## config.mk

```make
export PLATFORM = sky130hd
export DESIGN_NAME = sccm_top
export DESIGN_NICKNAME = d
export VERILOG_FILES = /design/src/core/sccm_pkg.sv /design/src/core/sccm_divider.sv /design/src/core/sccm_stab.sv /design/src/core/sccm_top.sv
export SDC_FILE = /design/constraint.sdc
export NUM_CORES = 1
export LEC_CHECK = 0
export CORE_MARGIN = 2
export CORE_UTILIZATION = 45
export DETAILED_ROUTE_END_ITERATION = 6
export DONT_BUFFER_PORTS = 1
export GPL_ROUTABILITY_DRIVEN = 0
export GPL_TIMING_DRIVEN = 0
export HOLD_SLACK_MARGIN = 0.15
export PLACE_DENSITY_LB_ADDON = 0.3
export SYNTH_ARGS = -nofsm -noshare
export SYNTH_HDL_FRONTEND = slang
export SYNTH_SLANG_ARGS = --single-unit
```

## constraint.sdc

```tcl
create_clock -name SYS_CLK -period 1.8 [get_ports SYS_CLK]
set_input_delay 0.36 -clock SYS_CLK [delete_from_list [all_inputs] [get_ports SYS_CLK]]
set_output_delay 0.36 -clock SYS_CLK [all_outputs]
set_load 0.02 [all_outputs]
```

## src/core/sccm_pkg.sv

```systemverilog
// Purpose: Shared constants and types for the system clock mode control block
// Assumes: One synchronous clock domain; oscillators appear as one-cycle tick inputs
// Notes:   Register offsets are word indices on the plain register port

// ****************************************************************************
// Package
// ****************************************************************************
package sccm_pkg;

    // Register port geometry
    localparam int unsigned ADDR_W      = 4;
    localparam int unsigned DATA_W      = 8;

    // Register offsets
    localparam logic [3:0] OFF_CTRL     = 4'h0;
    localparam logic [3:0] OFF_IRQ_STAT = 4'h1;
    localparam logic [3:0] OFF_IRQ_EN   = 4'h2;
    localparam logic [3:0] OFF_IRQ_CLR  = 4'h3;

    // Clock select codes
    localparam logic [2:0] SEL_FAST_DIV1 = 3'h0;
    localparam logic [2:0] SEL_SLOW      = 3'h7;
    localparam logic [2:0] SEL_RESET     = 3'h7;

    // Control register: software-writable bits (bit 4 absent, bit 3 read-only)
    localparam logic [7:0] CTRL_WR_MASK  = 8'hE7;
    localparam logic [7:0] CTRL_RESET    = 8'hE0;
    localparam logic [7:0] DATA_ZERO     = 8'h00;

    // Current-clock edges to wait before the hand-over
    localparam logic [2:0] SW_CUR_TICKS  = 3'h4;

    // Default fast oscillator settling, in fast oscillator ticks
    localparam int unsigned STAB_TICKS_DEF = 16;

    // Interrupt status layout
    localparam int unsigned IRQ_W        = 3;
    localparam int unsigned IRQ_STABLE   = 0;
    localparam int unsigned IRQ_SWITCHED = 1;
    localparam int unsigned IRQ_HALTED   = 2;
    localparam logic [IRQ_W-1:0] IRQ_NONE = 3'h0;

    // Control register fields
    typedef struct packed {
        logic [2:0] sys_clk_select;
        logic       unused;
        logic       fast_osc_stable_flag;
        logic       fast_osc_enable;
        logic       fast_osc_keep_in_halt;
        logic       slow_osc_keep_in_halt;
    } sccm_ctrl_t;

    // Clock switch sequencer
    typedef enum logic [1:0] {
        SW_IDLE,
        SW_CUR,
        SW_TGT
    } sccm_sw_state_t;

    // Power state, as driven on the mode output
    typedef enum logic [2:0] {
        PD_RUN,
        PD_SLEEP,
        PD_IDLE0,
        PD_IDLE1,
        PD_IDLE2
    } sccm_pd_mode_t;

endpackage : sccm_pkg

```

## src/core/sccm_divider.sv

```systemverilog
// Purpose: Divides the fast oscillator tick by 1 to 64
// Assumes: fast_tick is a one-cycle pulse per fast oscillator edge
// Notes:   Counter runs freely so the tick phase never jumps on a ratio change

module sccm_divider
    import sccm_pkg::*;
(
    // Clock and reset
    input  wire logic       clk,
    input  wire logic       rst,
    // Source and ratio
    input  wire logic       fast_tick,
    input  wire logic [2:0] ratio_code,
    // Divided tick
    output logic            div_tick
);

    logic [5:0] cnt;
    logic [5:0] next_cnt;
    logic [5:0] mask;

    // Ratio 2^code (code 7 gives 64): tick when the low code bits, at most 6, are all ones
    always_comb begin
        mask     = 6'((7'h1 << ratio_code) - 7'h1);
        next_cnt = fast_tick ? 6'(cnt + 6'h1) : cnt;
        div_tick = fast_tick && ((cnt & mask) == mask);
    end

    // Register
    always_ff @(posedge clk) begin
        if (rst) begin
            cnt <= 6'h0;
        end else begin
            cnt <= next_cnt;
        end
    end

endmodule // sccm_divider

```

## src/core/sccm_stab.sv

```systemverilog
// Purpose: Tracks settling of the fast oscillator after start or restart
// Assumes: Oscillator ticks only arrive while it runs
// Notes:   A real part would time this in the analog domain; here ticks are counted

module sccm_stab
    import sccm_pkg::*;
#(
    parameter int unsigned STAB_TICKS = STAB_TICKS_DEF
)(
    // Clock and reset
    input  wire logic clk,
    input  wire logic rst,
    // Oscillator state
    input  wire logic osc_on,
    input  wire logic restart,
    input  wire logic fast_tick,
    // Settled indication
    output logic      stable
);

    logic [15:0] cnt;
    logic [15:0] next_cnt;
    logic        next_stable;

    // Clear first on start or restart, then count settling ticks
    always_comb begin
        next_cnt    = cnt;
        next_stable = stable;
        if (!osc_on || restart) begin
            next_cnt    = 16'h0;
            next_stable = 1'b0;
        end else if (fast_tick && !stable) begin
            next_cnt = 16'(cnt + 16'h1);
            if (next_cnt >= 16'(STAB_TICKS)) begin
                next_stable = 1'b1;
            end
        end
    end

    // Register
    always_ff @(posedge clk) begin
        if (rst) begin
            cnt    <= 16'h0;
            stable <= 1'b0;
        end else begin
            cnt    <= next_cnt;
            stable <= next_stable;
        end
    end

endmodule // sccm_stab

```

## src/core/sccm_top.sv

```systemverilog
// Purpose: System clock select, fast oscillator control and power-down mode entry
// Assumes: Oscillators arrive as synchronous tick pulses; CPU drives the register port
// Notes:   SYS_CLK_TICK marks each system clock edge; it is an enable, not a clock

module sccm_top
    import sccm_pkg::*;
#(
    parameter int unsigned STAB_TICKS = STAB_TICKS_DEF
)(
    // Clock and reset
    input  wire logic              SYS_CLK,
    input  wire logic              RESET,
    // Register port
    input  wire logic [ADDR_W-1:0] ADDR,
    input  wire logic [DATA_W-1:0] WR_DATA,
    input  wire logic              WR_STROBE,
    input  wire logic              RD_STROBE,
    output logic      [DATA_W-1:0] RD_DATA,
    // Oscillators
    input  wire logic              FAST_OSC_TICK,
    input  wire logic              SLOW_OSC_TICK,
    output logic                   FAST_OSC_ON,
    output logic                   SLOW_OSC_ON,
    // System clock
    output logic                   SYS_CLK_TICK,
    output logic      [2:0]        CLK_SEL_ACTIVE,
    output logic                   SWITCH_BUSY,
    // Power-down and watchdog
    input  wire logic              HALT_REQ,
    input  wire logic              WAKE_REQ,
    input  wire logic              WDT_ENABLE,
    input  wire logic              WDT_CLEAR_CMD,
    input  wire logic              WDT_TIMEOUT,
    output logic      [2:0]        PD_MODE,
    output logic                   POWER_DOWN_FLAG,
    output logic                   WDT_TIMEOUT_FLAG,
    output logic                   WDT_COUNT_CLEAR,
    // Interrupt
    output logic                   IRQ
);

    // ************************************************************************
    // Declarations
    // ************************************************************************
    sccm_ctrl_t     ctrl;
    sccm_ctrl_t     next_ctrl;
    sccm_sw_state_t sw_state;
    sccm_sw_state_t next_sw_state;
    sccm_pd_mode_t  pd_mode;
    sccm_pd_mode_t  next_pd_mode;
    logic [2:0]     active_sel;
    logic [2:0]     next_active_sel;
    logic [2:0]     pend_sel;
    logic [2:0]     next_pend_sel;
    logic [2:0]     sw_cnt;
    logic [2:0]     next_sw_cnt;
    logic [IRQ_W-1:0] irq_stat;
    logic [IRQ_W-1:0] next_irq_stat;
    logic [IRQ_W-1:0] irq_en;
    logic [IRQ_W-1:0] next_irq_en;
    logic [IRQ_W-1:0] irq_clr;
    logic [IRQ_W-1:0] irq_set;
    logic [DATA_W-1:0] next_rd_data;
    logic           next_pdf;
    logic           next_to;
    logic           next_wdt_clr;
    logic           next_irq;
    logic           next_fast_on;
    logic           next_slow_on;
    logic           next_sys_tick;
    logic           div_tick;
    logic           cur_tick;
    logic           tgt_tick;
    logic           stable;
    logic           stable_d;
    logic           restart;
    logic           ctrl_wr;
    logic           sel_change;
    logic           halt_take;
    logic           switch_done;
    logic           running;
    sccm_ctrl_t     wr_ctrl;

    // ************************************************************************
    // Submodules
    // ************************************************************************

    // Fast clock divided by the active ratio
    sccm_divider u_div (
        .clk        (SYS_CLK),
        .rst        (RESET),
        .fast_tick  (FAST_OSC_TICK),
        .ratio_code (active_sel),
        .div_tick   (div_tick)
    );

    // Settling tracker for the fast oscillator
    sccm_stab #(
        .STAB_TICKS (STAB_TICKS)
    ) u_stab (
        .clk        (SYS_CLK),
        .rst        (RESET),
        .osc_on     (FAST_OSC_ON),
        .restart    (restart),
        .fast_tick  (FAST_OSC_TICK),
        .stable     (stable)
    );

    // ************************************************************************
    // Decode and events
    // ************************************************************************

    // Write decode; the register port never stalls
    always_comb begin
        running    = (pd_mode == PD_RUN);
        ctrl_wr    = WR_STROBE && (ADDR == OFF_CTRL);
        wr_ctrl    = sccm_ctrl_t'(WR_DATA);
        sel_change = ctrl_wr && (wr_ctrl.sys_clk_select != ctrl.sys_clk_select);
        restart    = (ctrl_wr && wr_ctrl.fast_osc_enable && !ctrl.fast_osc_enable) || sel_change;
        irq_clr    = (WR_STROBE && (ADDR == OFF_IRQ_CLR)) ? WR_DATA[IRQ_W-1:0] : IRQ_NONE;
        halt_take  = HALT_REQ && running;
    end

    always_comb begin
        cur_tick = (active_sel == SEL_SLOW) ? SLOW_OSC_TICK : div_tick;
        tgt_tick = (pend_sel == SEL_SLOW) ? SLOW_OSC_TICK : FAST_OSC_TICK;
    end

    // ************************************************************************
    // Control register
    // ************************************************************************

    // Writable fields take the write; stable bit follows hardware
    always_comb begin
        next_ctrl = ctrl;
        if (ctrl_wr) begin
            next_ctrl = sccm_ctrl_t'((WR_DATA & CTRL_WR_MASK) | (ctrl & ~CTRL_WR_MASK));
        end
        next_ctrl.unused = 1'b0;
        next_ctrl.fast_osc_stable_flag = stable && !restart;
    end

    always_ff @(posedge SYS_CLK) begin
        if (RESET) begin
            ctrl     <= sccm_ctrl_t'(CTRL_RESET);
            stable_d <= 1'b0;
        end else begin
            ctrl     <= next_ctrl;
            stable_d <= stable;
        end
    end

    // ************************************************************************
    // Clock switch sequencer
    // ************************************************************************

    // Wait four current edges, then one target edge, then hand over
    always_comb begin
        next_sw_state   = sw_state;
        next_sw_cnt     = sw_cnt;
        next_pend_sel   = pend_sel;
        next_active_sel = active_sel;
        switch_done     = 1'b0;
        if (sel_change) begin
            // A new select restarts the wait with the newest target
            next_pend_sel = wr_ctrl.sys_clk_select;
            next_sw_cnt   = 3'h0;
            next_sw_state = SW_CUR;
        end else begin
            unique case (sw_state)
                SW_IDLE: begin
                    next_sw_cnt = 3'h0;
                end
                SW_CUR: begin
                    if (cur_tick) begin
                        next_sw_cnt = 3'(sw_cnt + 3'h1);
                        if (next_sw_cnt == SW_CUR_TICKS) begin
                            next_sw_state = SW_TGT;
                        end
                    end
                end
                SW_TGT: begin
                    if (tgt_tick) begin
                        next_active_sel = pend_sel;
                        next_sw_state   = SW_IDLE;
                        switch_done     = 1'b1;
                    end
                end
            endcase
        end
    end

    always_ff @(posedge SYS_CLK) begin
        if (RESET) begin
            sw_state   <= SW_IDLE;
            sw_cnt     <= 3'h0;
            pend_sel   <= SEL_RESET;
            active_sel <= SEL_RESET;
        end else begin
            sw_state   <= next_sw_state;
            sw_cnt     <= next_sw_cnt;
            pend_sel   <= next_pend_sel;
            active_sel <= next_active_sel;
        end
    end

    // ************************************************************************
    // Power-down entry and wake
    // ************************************************************************

    // Mode and watchdog flags
    always_comb begin
        next_pd_mode = pd_mode;
        next_pdf     = POWER_DOWN_FLAG;
        next_to      = WDT_TIMEOUT_FLAG;
        next_wdt_clr = 1'b0;
        if (WDT_CLEAR_CMD) begin
            next_pdf = 1'b0;
        end
        if (WDT_TIMEOUT) begin
            next_to = 1'b1;
        end
        if (!running && WAKE_REQ) begin
            next_pd_mode = PD_RUN;
        end
        if (halt_take) begin
            unique case ({ctrl.fast_osc_keep_in_halt, ctrl.slow_osc_keep_in_halt})
                2'b00: next_pd_mode = PD_SLEEP;
                2'b01: next_pd_mode = PD_IDLE0;
                2'b11: next_pd_mode = PD_IDLE1;
                2'b10: next_pd_mode = PD_IDLE2;
            endcase
            next_pdf     = 1'b1;
            next_to      = 1'b0;
            next_wdt_clr = 1'b1;
        end
    end

    always_ff @(posedge SYS_CLK) begin
        if (RESET) begin
            pd_mode          <= PD_RUN;
            POWER_DOWN_FLAG  <= 1'b0;
            WDT_TIMEOUT_FLAG <= 1'b0;
            WDT_COUNT_CLEAR  <= 1'b0;
        end else begin
            pd_mode          <= next_pd_mode;
            POWER_DOWN_FLAG  <= next_pdf;
            WDT_TIMEOUT_FLAG <= next_to;
            WDT_COUNT_CLEAR  <= next_wdt_clr;
        end
    end

    // ************************************************************************
    // Oscillator and clock outputs
    // ************************************************************************

    // Fast runs when enabled or needed; in halt only its keep bit counts, while slow also follows the watchdog
    always_comb begin
        if (running) begin
            next_fast_on = ctrl.fast_osc_enable || (active_sel != SEL_SLOW) ||
                           (sw_state != SW_IDLE && pend_sel != SEL_SLOW);
            next_slow_on = 1'b1;
        end else begin
            next_fast_on = ctrl.fast_osc_keep_in_halt;
            // slow kept in halt; watchdog also holds it
            next_slow_on = ctrl.slow_osc_keep_in_halt || WDT_ENABLE;
        end
        // CPU clock stops in every halt state
        next_sys_tick = cur_tick && running;
    end

    always_ff @(posedge SYS_CLK) begin
        if (RESET) begin
            FAST_OSC_ON    <= 1'b0;
            SLOW_OSC_ON    <= 1'b1;
            SYS_CLK_TICK   <= 1'b0;
            CLK_SEL_ACTIVE <= SEL_RESET;
            SWITCH_BUSY    <= 1'b0;
            PD_MODE        <= PD_RUN;
        end else begin
            FAST_OSC_ON    <= next_fast_on;
            SLOW_OSC_ON    <= next_slow_on;
            SYS_CLK_TICK   <= next_sys_tick;
            CLK_SEL_ACTIVE <= next_active_sel;
            SWITCH_BUSY    <= (next_sw_state != SW_IDLE);
            PD_MODE        <= next_pd_mode;
        end
    end

    // ************************************************************************
    // Interrupts and read data
    // ************************************************************************

    // Sticky status: a set in the clearing cycle wins
    always_comb begin
        irq_set               = IRQ_NONE;
        irq_set[IRQ_STABLE]   = stable && !stable_d;
        irq_set[IRQ_SWITCHED] = switch_done;
        irq_set[IRQ_HALTED]   = halt_take;
        next_irq_stat         = (irq_stat & ~irq_clr) | irq_set;
        next_irq_en           = (WR_STROBE && ADDR == OFF_IRQ_EN) ? WR_DATA[IRQ_W-1:0] : irq_en;
        next_irq              = |(next_irq_stat & next_irq_en);
        next_rd_data          = DATA_ZERO;
        if (RD_STROBE) begin
            unique case (ADDR)
                OFF_CTRL:     next_rd_data = ctrl;
                OFF_IRQ_STAT: next_rd_data = DATA_W'(irq_stat);
                OFF_IRQ_EN:   next_rd_data = DATA_W'(irq_en);
                default:      next_rd_data = DATA_ZERO;
            endcase
        end
    end

    always_ff @(posedge SYS_CLK) begin
        if (RESET) begin
            irq_stat <= IRQ_NONE;
            irq_en   <= IRQ_NONE;
            IRQ      <= 1'b0;
            RD_DATA  <= DATA_ZERO;
        end else begin
            irq_stat <= next_irq_stat;
            irq_en   <= next_irq_en;
            IRQ      <= next_irq;
            RD_DATA  <= next_rd_data;
        end
    end

endmodule // sccm_top

```

==> results.md, run 1 <==
* Leading cell types by count after synthesis: 66 x sky130_fd_sc_hd__dfxtp_1, 59 x sky130_fd_sc_hd__nor2_1, 19 x sky130_fd_sc_hd__inv_1
* Relative slew margins at 0.607
* Vias per Instance at 5.33
* Site Rows at 30
* Max Freq at approximately 0.55 GHz
* Number of instances in the placed design at around 460
* Global-route wire length before repair at 11.3 mm
* Number of global-route vias before repair at 2469
* Leading cell types by total area after synthesis: sky130_fd_sc_hd__dfxtp_1 42%, sky130_fd_sc_hd__nor2_1 7.0%, sky130_fd_sc_hd__xor2_1 4.4%, sky130_fd_sc_hd__ha_1 4.3%, sky130_fd_sc_hd__xnor2_1 3.0%
* Largest area contributor in the netlist: sky130_fd_sc_hd__dfxtp_1
* Drc violations at 0
* Highest net fanout along the worst path at 10
* Ratio of final minimum period to clock period at 1.00
* Count of pins over their slew limit at 0
* Violations in the final reports: setup timing
* Clock net sink count at 66
* DRT antenna net count at 0
* Nets at 421
* Met2 wire length at approximately 3.3 mm
* Top layer used by detailed routing: met4
* Setup slack of the critical path after layout at -2.82 ps
* Dominant cell by count in the synthesized netlist: sky130_fd_sc_hd__dfxtp_1
* #FFs+latches synth at between 60 and 70
* Count of synthesis-stage warnings from yosys at 0
* Post-synth ARST share at 0
* Clock network latency to the later pin of the worst-skew pair at 350 ps
* DP HPWL at approximately 4.7 mm
* Fraction of the yosys area taken by sequential cells at 0.417
* Count of port buffers added during placement at 0
* Post-synth top area share at 0.417
* H-tree levels at 3
* Max rail drop VDD at 0.377 mV
* Remaining Overflow, GRT at 0
* Number of max-capacitance violations reported at 0
* Vias at between 2000 and 3000
* Cell area after technology mapping at 3170 sq um
* Floorplan core area at 6790 sq um
* Initial antenna violation count at 0
* Total track usage at 0.188
* Proportion of layout cells with a drive suffix above 1 at 0.171
* Transition at the pin with the smallest max-transition slack at 589 ps
* Total Die Area at 7720 sq um
* Largest net degree at the start of global routing at 14
* Number of DRC markers after the initial detailed-route iteration at between 100 and 150
* Sum of met3 wire segment lengths after detailed routing at around 420 um
* Unrepaired setup endpoints after global routing: true
* Final routed wirelength across all metal layers at 7.10 mm
* Number of synthesized flops with an enable pin at 0
* Final setup viols at 1
* Synthesized net count at around 400
* Root Buffer Master: sky130_fd_sc_hd__clkbuf_8
* Clock-pin slew on the worst setup and hold paths at around 90 ps
* Setup Skew at approximately 14 ps
* Sort of element at the start of the critical path: register
* Number of cells produced by synthesis at 360
* Number of distinct library cells after synthesis at 59
* Ports at 45
* Routed metal-1 wire length at 3.24 mm
* Area grow syn2layout at 20.4%
* Data required time of the worst path at around 2100 ps
* Path category of the worst min-delay check: in -> reg
* Clk buf depth at 2
* Hold violation count in the final report at 0
* Diode count at 0
* CTS tree: done
* Power density relative to cell area at 854 nW/um^2
* Number of buffers inserted during clock tree synthesis at 9
* Final critical path time including I/O delays and setup at between 1500 and 2000 ps
* Leakage power total at 1.42 nW
* Share of the core filled with cells in the final layout at 0.561
* Count of placed standard cells in the final layout, fillers left out at 488
* Initial Utilization at 0.466
* TritonRoute pass-1 iters at 4
* Overall die width at 87.9 um
* Type of element capturing the critical path: register
* Result of the run: finished with violations
* Primary flip-flop cell chosen by synthesis mapping: sky130_fd_sc_hd__dfxtp_1
* Category of the critical setup timing path: reg -> reg
* DIE HEIGHT at 87.9 um
* Average footprint of a synthesized cell at 8.80 sq um
* Crit path DAT at 2090 ps
* Avg WL per Cell at 14.6 um
## critical path: stages, from the launching register on
cell	delay (ps)
sky130_fd_sc_hd__dfxtp_4	380
sky130_fd_sc_hd__xor2_4	160
sky130_fd_sc_hd__a2111oi_4	310
sky130_fd_sc_hd__nor2_1	110
sky130_fd_sc_hd__or3b_1	390
sky130_fd_sc_hd__buf_6	150
sky130_fd_sc_hd__buf_12	140
sky130_fd_sc_hd__nor2_1	100
## placed cells by master, fill, tap and decap left out, types with 4 or more instances in the layout
cell type	count
sky130_fd_sc_hd__xor2_1	14
sky130_fd_sc_hd__nor2_2	6
sky130_fd_sc_hd__nand2b_1	6
sky130_fd_sc_hd__buf_4	10
sky130_fd_sc_hd__o21ai_0	6
sky130_fd_sc_hd__and2_1	7
sky130_fd_sc_hd__nor2b_1	7
sky130_fd_sc_hd__ha_1	10
sky130_fd_sc_hd__xnor2_1	11
sky130_fd_sc_hd__a21oi_1	14
sky130_fd_sc_hd__buf_2	5
sky130_fd_sc_hd__inv_1	19
sky130_fd_sc_hd__nand4_1	15
sky130_fd_sc_hd__a31oi_1	4
sky130_fd_sc_hd__nand2_1	17
sky130_fd_sc_hd__dfxtp_1	60
sky130_fd_sc_hd__and3_1	4
sky130_fd_sc_hd__mux2i_1	7
sky130_fd_sc_hd__nor2_1	52
sky130_fd_sc_hd__nor3_1	8
sky130_fd_sc_hd__clkbuf_1	8
sky130_fd_sc_hd__clkbuf_8	9
sky130_fd_sc_hd__nand3_1	10
sky130_fd_sc_hd__a21boi_0	4
sky130_fd_sc_hd__dlygate4sd3_1	6
sky130_fd_sc_hd__a211o_1	10
sky130_fd_sc_hd__dfxtp_2	5
## flip-flops by register name (all words and copies together), names as in the netlist, 2 cells and up
signal and flops:
u_div.cnt 6, sw_state 2, RD_DATA 7, sw_cnt 3, pend_sel 3, PD_MODE 3, irq_stat 3, irq_en 3
u_stab.cnt 16, ctrl 7, CLK_SEL_ACTIVE 3
## area by class of cell
type	instances	area, sq um
multi-input cells	258	1800
repair buffers	16	139
fillers	614	2980
inverters	19	71.3
clock buffers	9	124
clock inverters	7	125
flip-flops and latches	66	1330
plain buffers	17	105
well taps	96	120
## repair_timing
item                                    CTS  global route
pin swaps                                 4            10
endpoints found under the hold margin     6             0
endpoints found under the setup margin   12            19
hold buffers                              6             0
gates resized for setup                  13            25
buffers inserted                          0            10
## metrics by stage
step	worst slack, ps	setup TNS, ps	instance area [sq um]	hold WS [ps]	power [W]
floorplan	61.9	0	3170	406	0.00166
global placement	-248	-3240	3290	414	0.00170
detailed placement	-266	-3610	3290	415	0.00170
CTS	-9.16	-9.16	3640	175	0.00327
global route	-73.0	-897	3810	176	0.00339
finish	-2.82	-2.82	3810	194	0.00325
## where the power goes
group / switching [W] / internal, W
Combinational: 0.000102 / 0.0000782
Clock: 0.000619 / 0.000934
Sequential: 0.0000378 / 0.00148
## routing by layer
metal	vias up	GRT usage
met5	-	0
met4	0	0.0839
met3	14	0.0575
met2	68	0.303
met1	1216	0.232
li1	1302	-
## path summary, 6_finish.rpt
path	from	to	slack (ps)	cells past startpoint
worst min-delay path	WDT_TIMEOUT	WDT_TIMEOUT_FLAG	190	2
worst max register to register	ctrl[5]	u_stab.cnt[5]	-3	7
worst min register to register	ctrl[3]	RD_DATA[3]	430	1
worst max-delay path	ctrl[5]	u_stab.cnt[5]	-3	7
## logic make-up after synthesis
kind of cell    share of synthesized area
compound gates                      0.140
xor+xnor                           0.0747
fa+ha+maj                          0.0435
buf+inv                            0.0522
flops                               0.417
mux                                0.0221
other cells                       0.00118
simple gates                        0.249
(Power assumes the default switching activity.)
==> inputs of run 2 (changes only) <==
--- a/config.mk
+++ b/config.mk
@@ -13,6 +13,7 @@
 export GPL_TIMING_DRIVEN = 0
 export HOLD_SLACK_MARGIN = 0.15
 export PLACE_DENSITY_LB_ADDON = 0.3
+export RECOVER_POWER = 100
 export SYNTH_ARGS = -nofsm -noshare
 export SYNTH_HDL_FRONTEND = slang
 export SYNTH_SLANG_ARGS = --single-unit
==> run 2 against run 1 <==
Net effect:
- the run still ends with setup timing left
- clock skew is essentially flat
- via count decreased by 0.31%
- sequential share of layout area up 0.069 points
- worst setup slack worse by 1.2 ps
- critical path type unchanged
- wire length increased by 0.30%
- combinational power about the same
- maximum frequency is essentially flat
- clock power barely moved
- global-route usage unchanged
==> results.md, run 2 (synthesis results as in run 1) <==
* Clock-pin slew on the worst setup and hold paths at 90 ps (about the same)
* Largest regs: u_stab.cnt x16, RD_DATA x7, ctrl x7
* Site Rows at 30 (unchanged)
* Max Freq at 0.554 GHz (about the same)
* Violations in the final reports: setup timing
* Path category of the worst min-delay check: in -> reg
* Data required time of the worst path at 2080 ps (about the same)
* Largest register FFs at 16 (unchanged)
* Diode count at 0 (unchanged)
* Clock network latency to the later pin of the worst-skew pair at 350 ps (about the same)
* Count of port buffers added during placement at 0 (unchanged)
* Finished Cell Area at 3800 sq um (-0.20%)
* Area grow syn2layout at 20.2%
* Ports at 45 (unchanged)
* Ratio of final minimum period to clock period at 1.00 (about the same)
* DRT antenna net count at 0 (unchanged)
* Drc violations at 0 (unchanged)
* DIE HEIGHT at 87.9 um (unchanged)
* Fillers at 616 (+0.33%)
* Transition at the pin with the smallest max-transition slack at 759 ps (+170 ps)
* Clock net sink count at 66 (unchanged)
* Avg WL per Cell at 14.6 um (+0.30%)
* Clk buf depth at 2 (unchanged)
* Number of max-capacitance violations reported at 0 (unchanged)
* Highest net fanout along the worst path at 10 (unchanged)
* Placed inst area at 3290 sq um (unchanged)
* Register with the most flip-flops: u_stab.cnt
* Initial Utilization at 0.466 (unchanged)
* Unrepaired setup endpoints after global routing: true
* Largest net degree at the start of global routing at 14 (unchanged)
* Commonest cells after routing, fill and taps aside: 60 x sky130_fd_sc_hd__dfxtp_1, 52 x sky130_fd_sc_hd__nor2_1, 19 x sky130_fd_sc_hd__inv_1, 17 x sky130_fd_sc_hd__nand2_1, 15 x sky130_fd_sc_hd__nand4_1
* Power after layout at 0.00325 W (about the same)
* Initial antenna violation count at 0 (unchanged)
* CTS tree: done
* Result of the run: finished with violations
* Number of buffers inserted during clock tree synthesis at 9 (unchanged)
* Remaining Overflow, GRT at 0 (unchanged)
* Leakage power total at 1.41 nW (-0.55%)
* Category of the critical setup timing path: reg -> reg
* Relative slew margins at 0.492 (-0.115)
* Number of global-route vias before repair at 2469 (unchanged)
* Final routed wirelength across all metal layers at 7.12 mm (+0.30%)
* Commonest non-fill, non-tap cell in the layout: sky130_fd_sc_hd__dfxtp_1
* Vias per Instance at 5.31 (-0.31%)
* Floorplan core area at 6790 sq um (unchanged)
* Hold violation count in the final report at 0 (unchanged)
* H-tree levels at 3 (unchanged)
* Crit path DAT at 2090 ps (about the same)
* Final critical path time including I/O delays and setup at 1800 ps (+1.19 ps)
* Vias at 2592 (-0.31%)
* Count of pins over their slew limit at 0 (unchanged)
* Root Buffer Master: sky130_fd_sc_hd__clkbuf_8
* Global-route wire length before repair at 11.3 mm (unchanged)
* Setup Skew at 14.4 ps (+0.498 ps)
* Number of DRC markers after the initial detailed-route iteration at 121 (-3.2%)
* Nets at 421 (unchanged)
* TritonRoute pass-1 iters at 4 (unchanged)
* Proportion of layout cells with a drive suffix above 1 at 0.168 (-0.00255)
* Sort of element at the start of the critical path: register
* Total track usage at 0.188 (unchanged)
* Final setup viols at 1 (unchanged)
* Power density relative to cell area at 855 nW/um^2 (+0.18%)
* Setup slack of the critical path after layout at -4.01 ps (-1.19 ps)
* DP HPWL at 4.74 mm (unchanged)
* Type of element capturing the critical path: register
* Total Die Area at 7720 sq um (unchanged)
* Overall die width at 87.9 um (unchanged)
* Max rail drop VDD at 0.375 mV (-0.47%)
## run 2: worst paths after layout
| check | start | to | slack (ps) | depth (start not counted) |
|---|---|---|---|---|
| worst max-delay path | ctrl[5] | u_stab.cnt[5] | -4 | 7 |
| worst min-delay path | WDT_TIMEOUT | WDT_TIMEOUT_FLAG | 190 | 2 |
| worst max register to register | ctrl[5] | u_stab.cnt[5] | -4 | 7 |
| worst min register to register | ctrl[3] | RD_DATA[3] | 430 | 1 |
## run 2: per-layer routing
metal / part of all wire / track usage / up-vias
li1: - / - / 1304
met1: 0.46 / 0.232 / 1217
met2: 0.47 / 0.303 / 59
met3: 0.051 / 0.0575 / 12
met4: 0.020 / 0.0839 / 0
met5: 0 / 0 / -
## run 2: area by class of cell
type                            count  area (sq um)  area share
Multi-Input combinational cell    258          1790       0.471
Buffer                             17           104      0.0273
Tap cell                           96           120      0.0316
Sequential cell                    66          1330       0.350
Clock inverter                      7           125      0.0329
Timing Repair Buffer               16           139      0.0365
Inverter                           19          71.3      0.0187
Clock buffer                        9           124      0.0326
## run 2: power breakdown
part | internal, W | total, W | switching (W)
combinational | 0.0000769 | 0.000179 | 0.000102
clock | 0.000934 | 0.00155 | 0.000620
sequential | 0.00148 | 0.00152 | 0.0000378
## run 2: critical path, cell delays in order (launching register included)
cell	delay (ps)
sky130_fd_sc_hd__dfxtp_4	380
sky130_fd_sc_hd__xor2_4	160
sky130_fd_sc_hd__a2111oi_4	310
sky130_fd_sc_hd__nor2_1	110
sky130_fd_sc_hd__or3b_1	390
sky130_fd_sc_hd__buf_6	150
sky130_fd_sc_hd__buf_12	140
sky130_fd_sc_hd__nor2_1	100
## run 2: timing repair
item	CTS	global route
gates cloned	0	0
setup buffers	0	10
pin swaps	4	10
hold buffers	6	0
endpoints found under the setup margin	12	19
hold endpoints to repair	6	0
resized for setup	13	25
## run 2: stage by stage
stage / hold slack, ps / std cells / setup WS [ps] / setup TNS [ps] / utilization
3_3_place_gp: 414 / 456 / -248 / -3240 / 0.484
3_5_place_dp: 415 / 456 / -266 / -3610 / 0.484
4_1_cts: 175 / 478 / -9.16 / -9.16 / 0.536
5_1_grt: 176 / 488 / -73.0 / -932 / 0.560
2_1_floorplan: 406 / 360 / 61.9 / 0 / -
6_report: 195 / 488 / -4.01 / -4.01 / 0.560
==> inputs of run 3 (changes only) <==
==> constraint.sdc (replaced) <==
create_clock -name SYS_CLK -period 2.1 [get_ports SYS_CLK]
set_input_delay 0.42 -clock SYS_CLK [delete_from_list [all_inputs] [get_ports SYS_CLK]]
set_output_delay 0.42 -clock SYS_CLK [all_outputs]
set_load 0.02 [all_outputs]
==> run 3 against run 2 <==
Net effect:
- the run now ends clean
- largest power group unchanged
- sequential power shrank 14%
- sequential share of layout area grew 2.1 points
- highest routed layer unchanged
- clock skew shrank 5.5 ps
- design area shrank 6.2%
- register-to-register slack gained 130 ps
- largest cell class unchanged
- hold slack lost 18 ps
- via count shrank 2.7%
- critical endpoint is now u_stab.stable
==> results.md, run 3 (synthesis results as in run 1) <==
* Result of the run: complete, no violations
* Diode count at 0 (unchanged)
* Register with the most flip-flops: u_stab.cnt
* Nets at 406 (-3.6%)
* Relative slew margins at 0.521 (+0.0289)
* Initial antenna violation count at 0 (unchanged)
* Number of DRC markers after the initial detailed-route iteration at 113 (-6.6%)
* Met2 track demand over resource at 0.277 (-0.0262)
* Number of buffers inserted during clock tree synthesis at 9 (unchanged)
* H-tree levels at 3 (unchanged)
* Int Power at 0.00224 W (-10%)
* Global-route wire length before repair at 11.1 mm (-1.9%)
* Total net switching power at 0.000618 W (-19%)
* Initial Utilization at 0.466 (unchanged)
* GR Util met3 at 0.0518 (-0.00566)
* Cell depth of the worst hold path at 1 (-1)
* Dpl ws at -15.7 ps (+251 ps)
* Net switching share of the total power at 0.217 (-0.0169)
* Area grow syn2layout at 12.6%
* Clock network latency to the later pin of the worst-skew pair at 350 ps (about the same)
* Transition at the pin with the smallest max-transition slack at 716 ps (-43.2 ps)
* Part of the power in registers at 0.456 (-0.011)
* Power density relative to cell area at 800 nW/um^2 (-6.5%)
* Part of the power in the clock network at 0.499 (+0.021)
* Type of element capturing the critical path: register
* Ports at 45 (unchanged)
* Clock-pin slew on the worst setup and hold paths at 80 ps (about the same)
* Total track usage at 0.187 (-0.00174)
* Clock net sink count at 66 (unchanged)
* Overall die width at 87.9 um (unchanged)
* Vias at 2522 (-2.7%)
* Number of global-route vias before repair at 2304 (-6.7%)
* DRT antenna net count at 0 (unchanged)
* Most Used Layer, Global Route: met2
* Clk buf depth at 2 (unchanged)
* Max rail drop VDD at 0.287 mV (-23%)
* Drc violations at 0 (unchanged)
* Crit path DAT at 2180 ps (+90 ps)
* Vias per Instance at 5.33 (+0.38%)
* DIE HEIGHT at 87.9 um (unchanged)
* Final setup viols at 0 (-1)
* Commonest cells after routing, fill and taps aside: 66 x sky130_fd_sc_hd__dfxtp_1, 59 x sky130_fd_sc_hd__nor2_1, 19 x sky130_fd_sc_hd__inv_1, 18 x sky130_fd_sc_hd__nand2_1, 16 x sky130_fd_sc_hd__xor2_1
* Floorplan core area at 6790 sq um (unchanged)
* Largest net degree at the start of global routing at 13 (-1)
* Final critical path time including I/O delays and setup at 1970 ps (+167 ps)
* Gate power share at 0.045 (-0.010)
* Commonest non-fill, non-tap cell in the layout: sky130_fd_sc_hd__dfxtp_1
* Worst R2R Path Depth at 6 (-1)
* Remaining Overflow, GRT at 0 (unchanged)
* Largest register FFs at 16 (unchanged)
* CTS tree: done
* Sort of element at the start of the critical path: register
* Leakage power total at 1.30 nW (-7.6%)
* Highest net fanout along the worst path at 5 (-5)
* Setup Skew at 8.93 ps (-5.48 ps)
* Total Die Area at 7720 sq um (unchanged)
* Final routed wirelength across all metal layers at 6.72 mm (-5.7%)
* Proportion of layout cells with a drive suffix above 1 at 0.0875 (-0.0808)
* Avg WL per Cell at 14.2 um (-2.7%)
* Data required time of the worst path at 2310 ps (+230 ps)
* Sum of negative setup slack at 0 ps (+4.01 ps)
* Count of port buffers added during placement at 0 (unchanged)
* Unrepaired setup endpoints after global routing: false
* Category of the critical setup timing path: reg -> reg
* Worst hold slack across all endpoints at 176 ps (-18.4 ps)
* Met1 track demand over resource at 0.251 (+0.0188)
* Path category of the worst min-delay check: in -> reg
* Ratio of final minimum period to clock period at 0.939 (-0.0635)
* DP HPWL at 4.87 mm (+2.6%)
* Number of max-capacitance violations reported at 0 (unchanged)
* Count of pins over their slew limit at 0 (unchanged)
* TritonRoute pass-1 iters at 4 (unchanged)
* Largest regs: u_stab.cnt x16, RD_DATA x7, ctrl x7
* Root Buffer Master: sky130_fd_sc_hd__clkbuf_8
* Hold violation count in the final report at 0 (unchanged)
* Site Rows at 30 (unchanged)
* # Post-CTS Setup Buffers at 0 (unchanged)
* Max Freq at 0.507 GHz (-8.5%)
* Setup slack of the critical path after layout at 129 ps (+133 ps)
* Fillers at 640 (+3.9%)
==> run 3: cell count changes in the layout (fill, tap and decap cells not counted), sizes merged <==
cell         before  now
dlygate4sd3       6    1
buf              18    6
clkinv            2    1
clkbuf           18   21
inv              21   20
bufinv            3    4
==> run 3: per-layer routing <==
metal  routed length (um)  vias to the layer above
li1                     -                     1271
met2                 3020                       54
met3                  422                        6
met4                   93                        0
met5                    0                        -
met1                 3180                     1191
==> run 3: final timing paths <==
check,slack [ps],from,to
worst min register to register,440,ctrl[3],RD_DATA[3]
worst max-delay path,130,u_stab.cnt[0],u_stab.stable
worst max register to register,130,u_stab.cnt[0],u_stab.stable
worst min-delay path,180,WDT_ENABLE,SLOW_OSC_ON
==> run 3: power groups by stage <==
stage / clock (W) / combinational, W / sequential [W]
finish: 0.00142 / 0.000128 / 0.00130
global route: 0.00150 / 0.000142 / 0.00131
CTS: 0.00144 / 0.000131 / 0.00130
detailed placement: 0 / 0.000128 / 0.00133
global placement: 0 / 0.000126 / 0.00133
floorplan: 0 / 0.000100 / 0.00133
==> run 3: through the flow <==
stage | cells | cell area (sq um) | power [W] | utilization
floorplan | 360 | 3170 | 0.00143 | -
global placement | 456 | 3290 | 0.00146 | 0.484
detailed placement | 456 | 3290 | 0.00146 | 0.484
CTS | 473 | 3570 | 0.00287 | 0.525
global route | 473 | 3570 | 0.00295 | 0.525
finish | 473 | 3570 | 0.00285 | 0.525
==> run 3: final cells by class <==
| cell class | count | area, sq um | share of cell area |
|---|---|---|---|
| buffer | 17 | 92.6 | 0.0260 |
| clock buffer | 10 | 128 | 0.0358 |
| clock inverter | 6 | 138 | 0.0386 |
| inverter | 19 | 71.3 | 0.0200 |
| multi-input combinational | 258 | 1690 | 0.473 |
| sequential | 66 | 1320 | 0.370 |
| tap | 96 | 120 | 0.0337 |
| timing repair buffer | 1 | 10.0 | 0.00281 |
==> run 3: worst max-delay path, stage by stage (launching register included) <==
cell and delay [ps]:
sky130_fd_sc_hd__dfxtp_1 360, sky130_fd_sc_hd__ha_1 270, sky130_fd_sc_hd__and2_1 210, sky130_fd_sc_hd__a2111oi_2 350, sky130_fd_sc_hd__a41oi_1 90, sky130_fd_sc_hd__a2111oi_1 420, sky130_fd_sc_hd__a311oi_1 150
==> run 3: what timing repair did <==
action                     4_1_cts  5_1_grt
hold buffers                     1        0
hold endpoints to repair         1        0
pin swaps                        0        1
resized for setup                1        3
setup endpoints to repair        1        2
cloned                           0        0
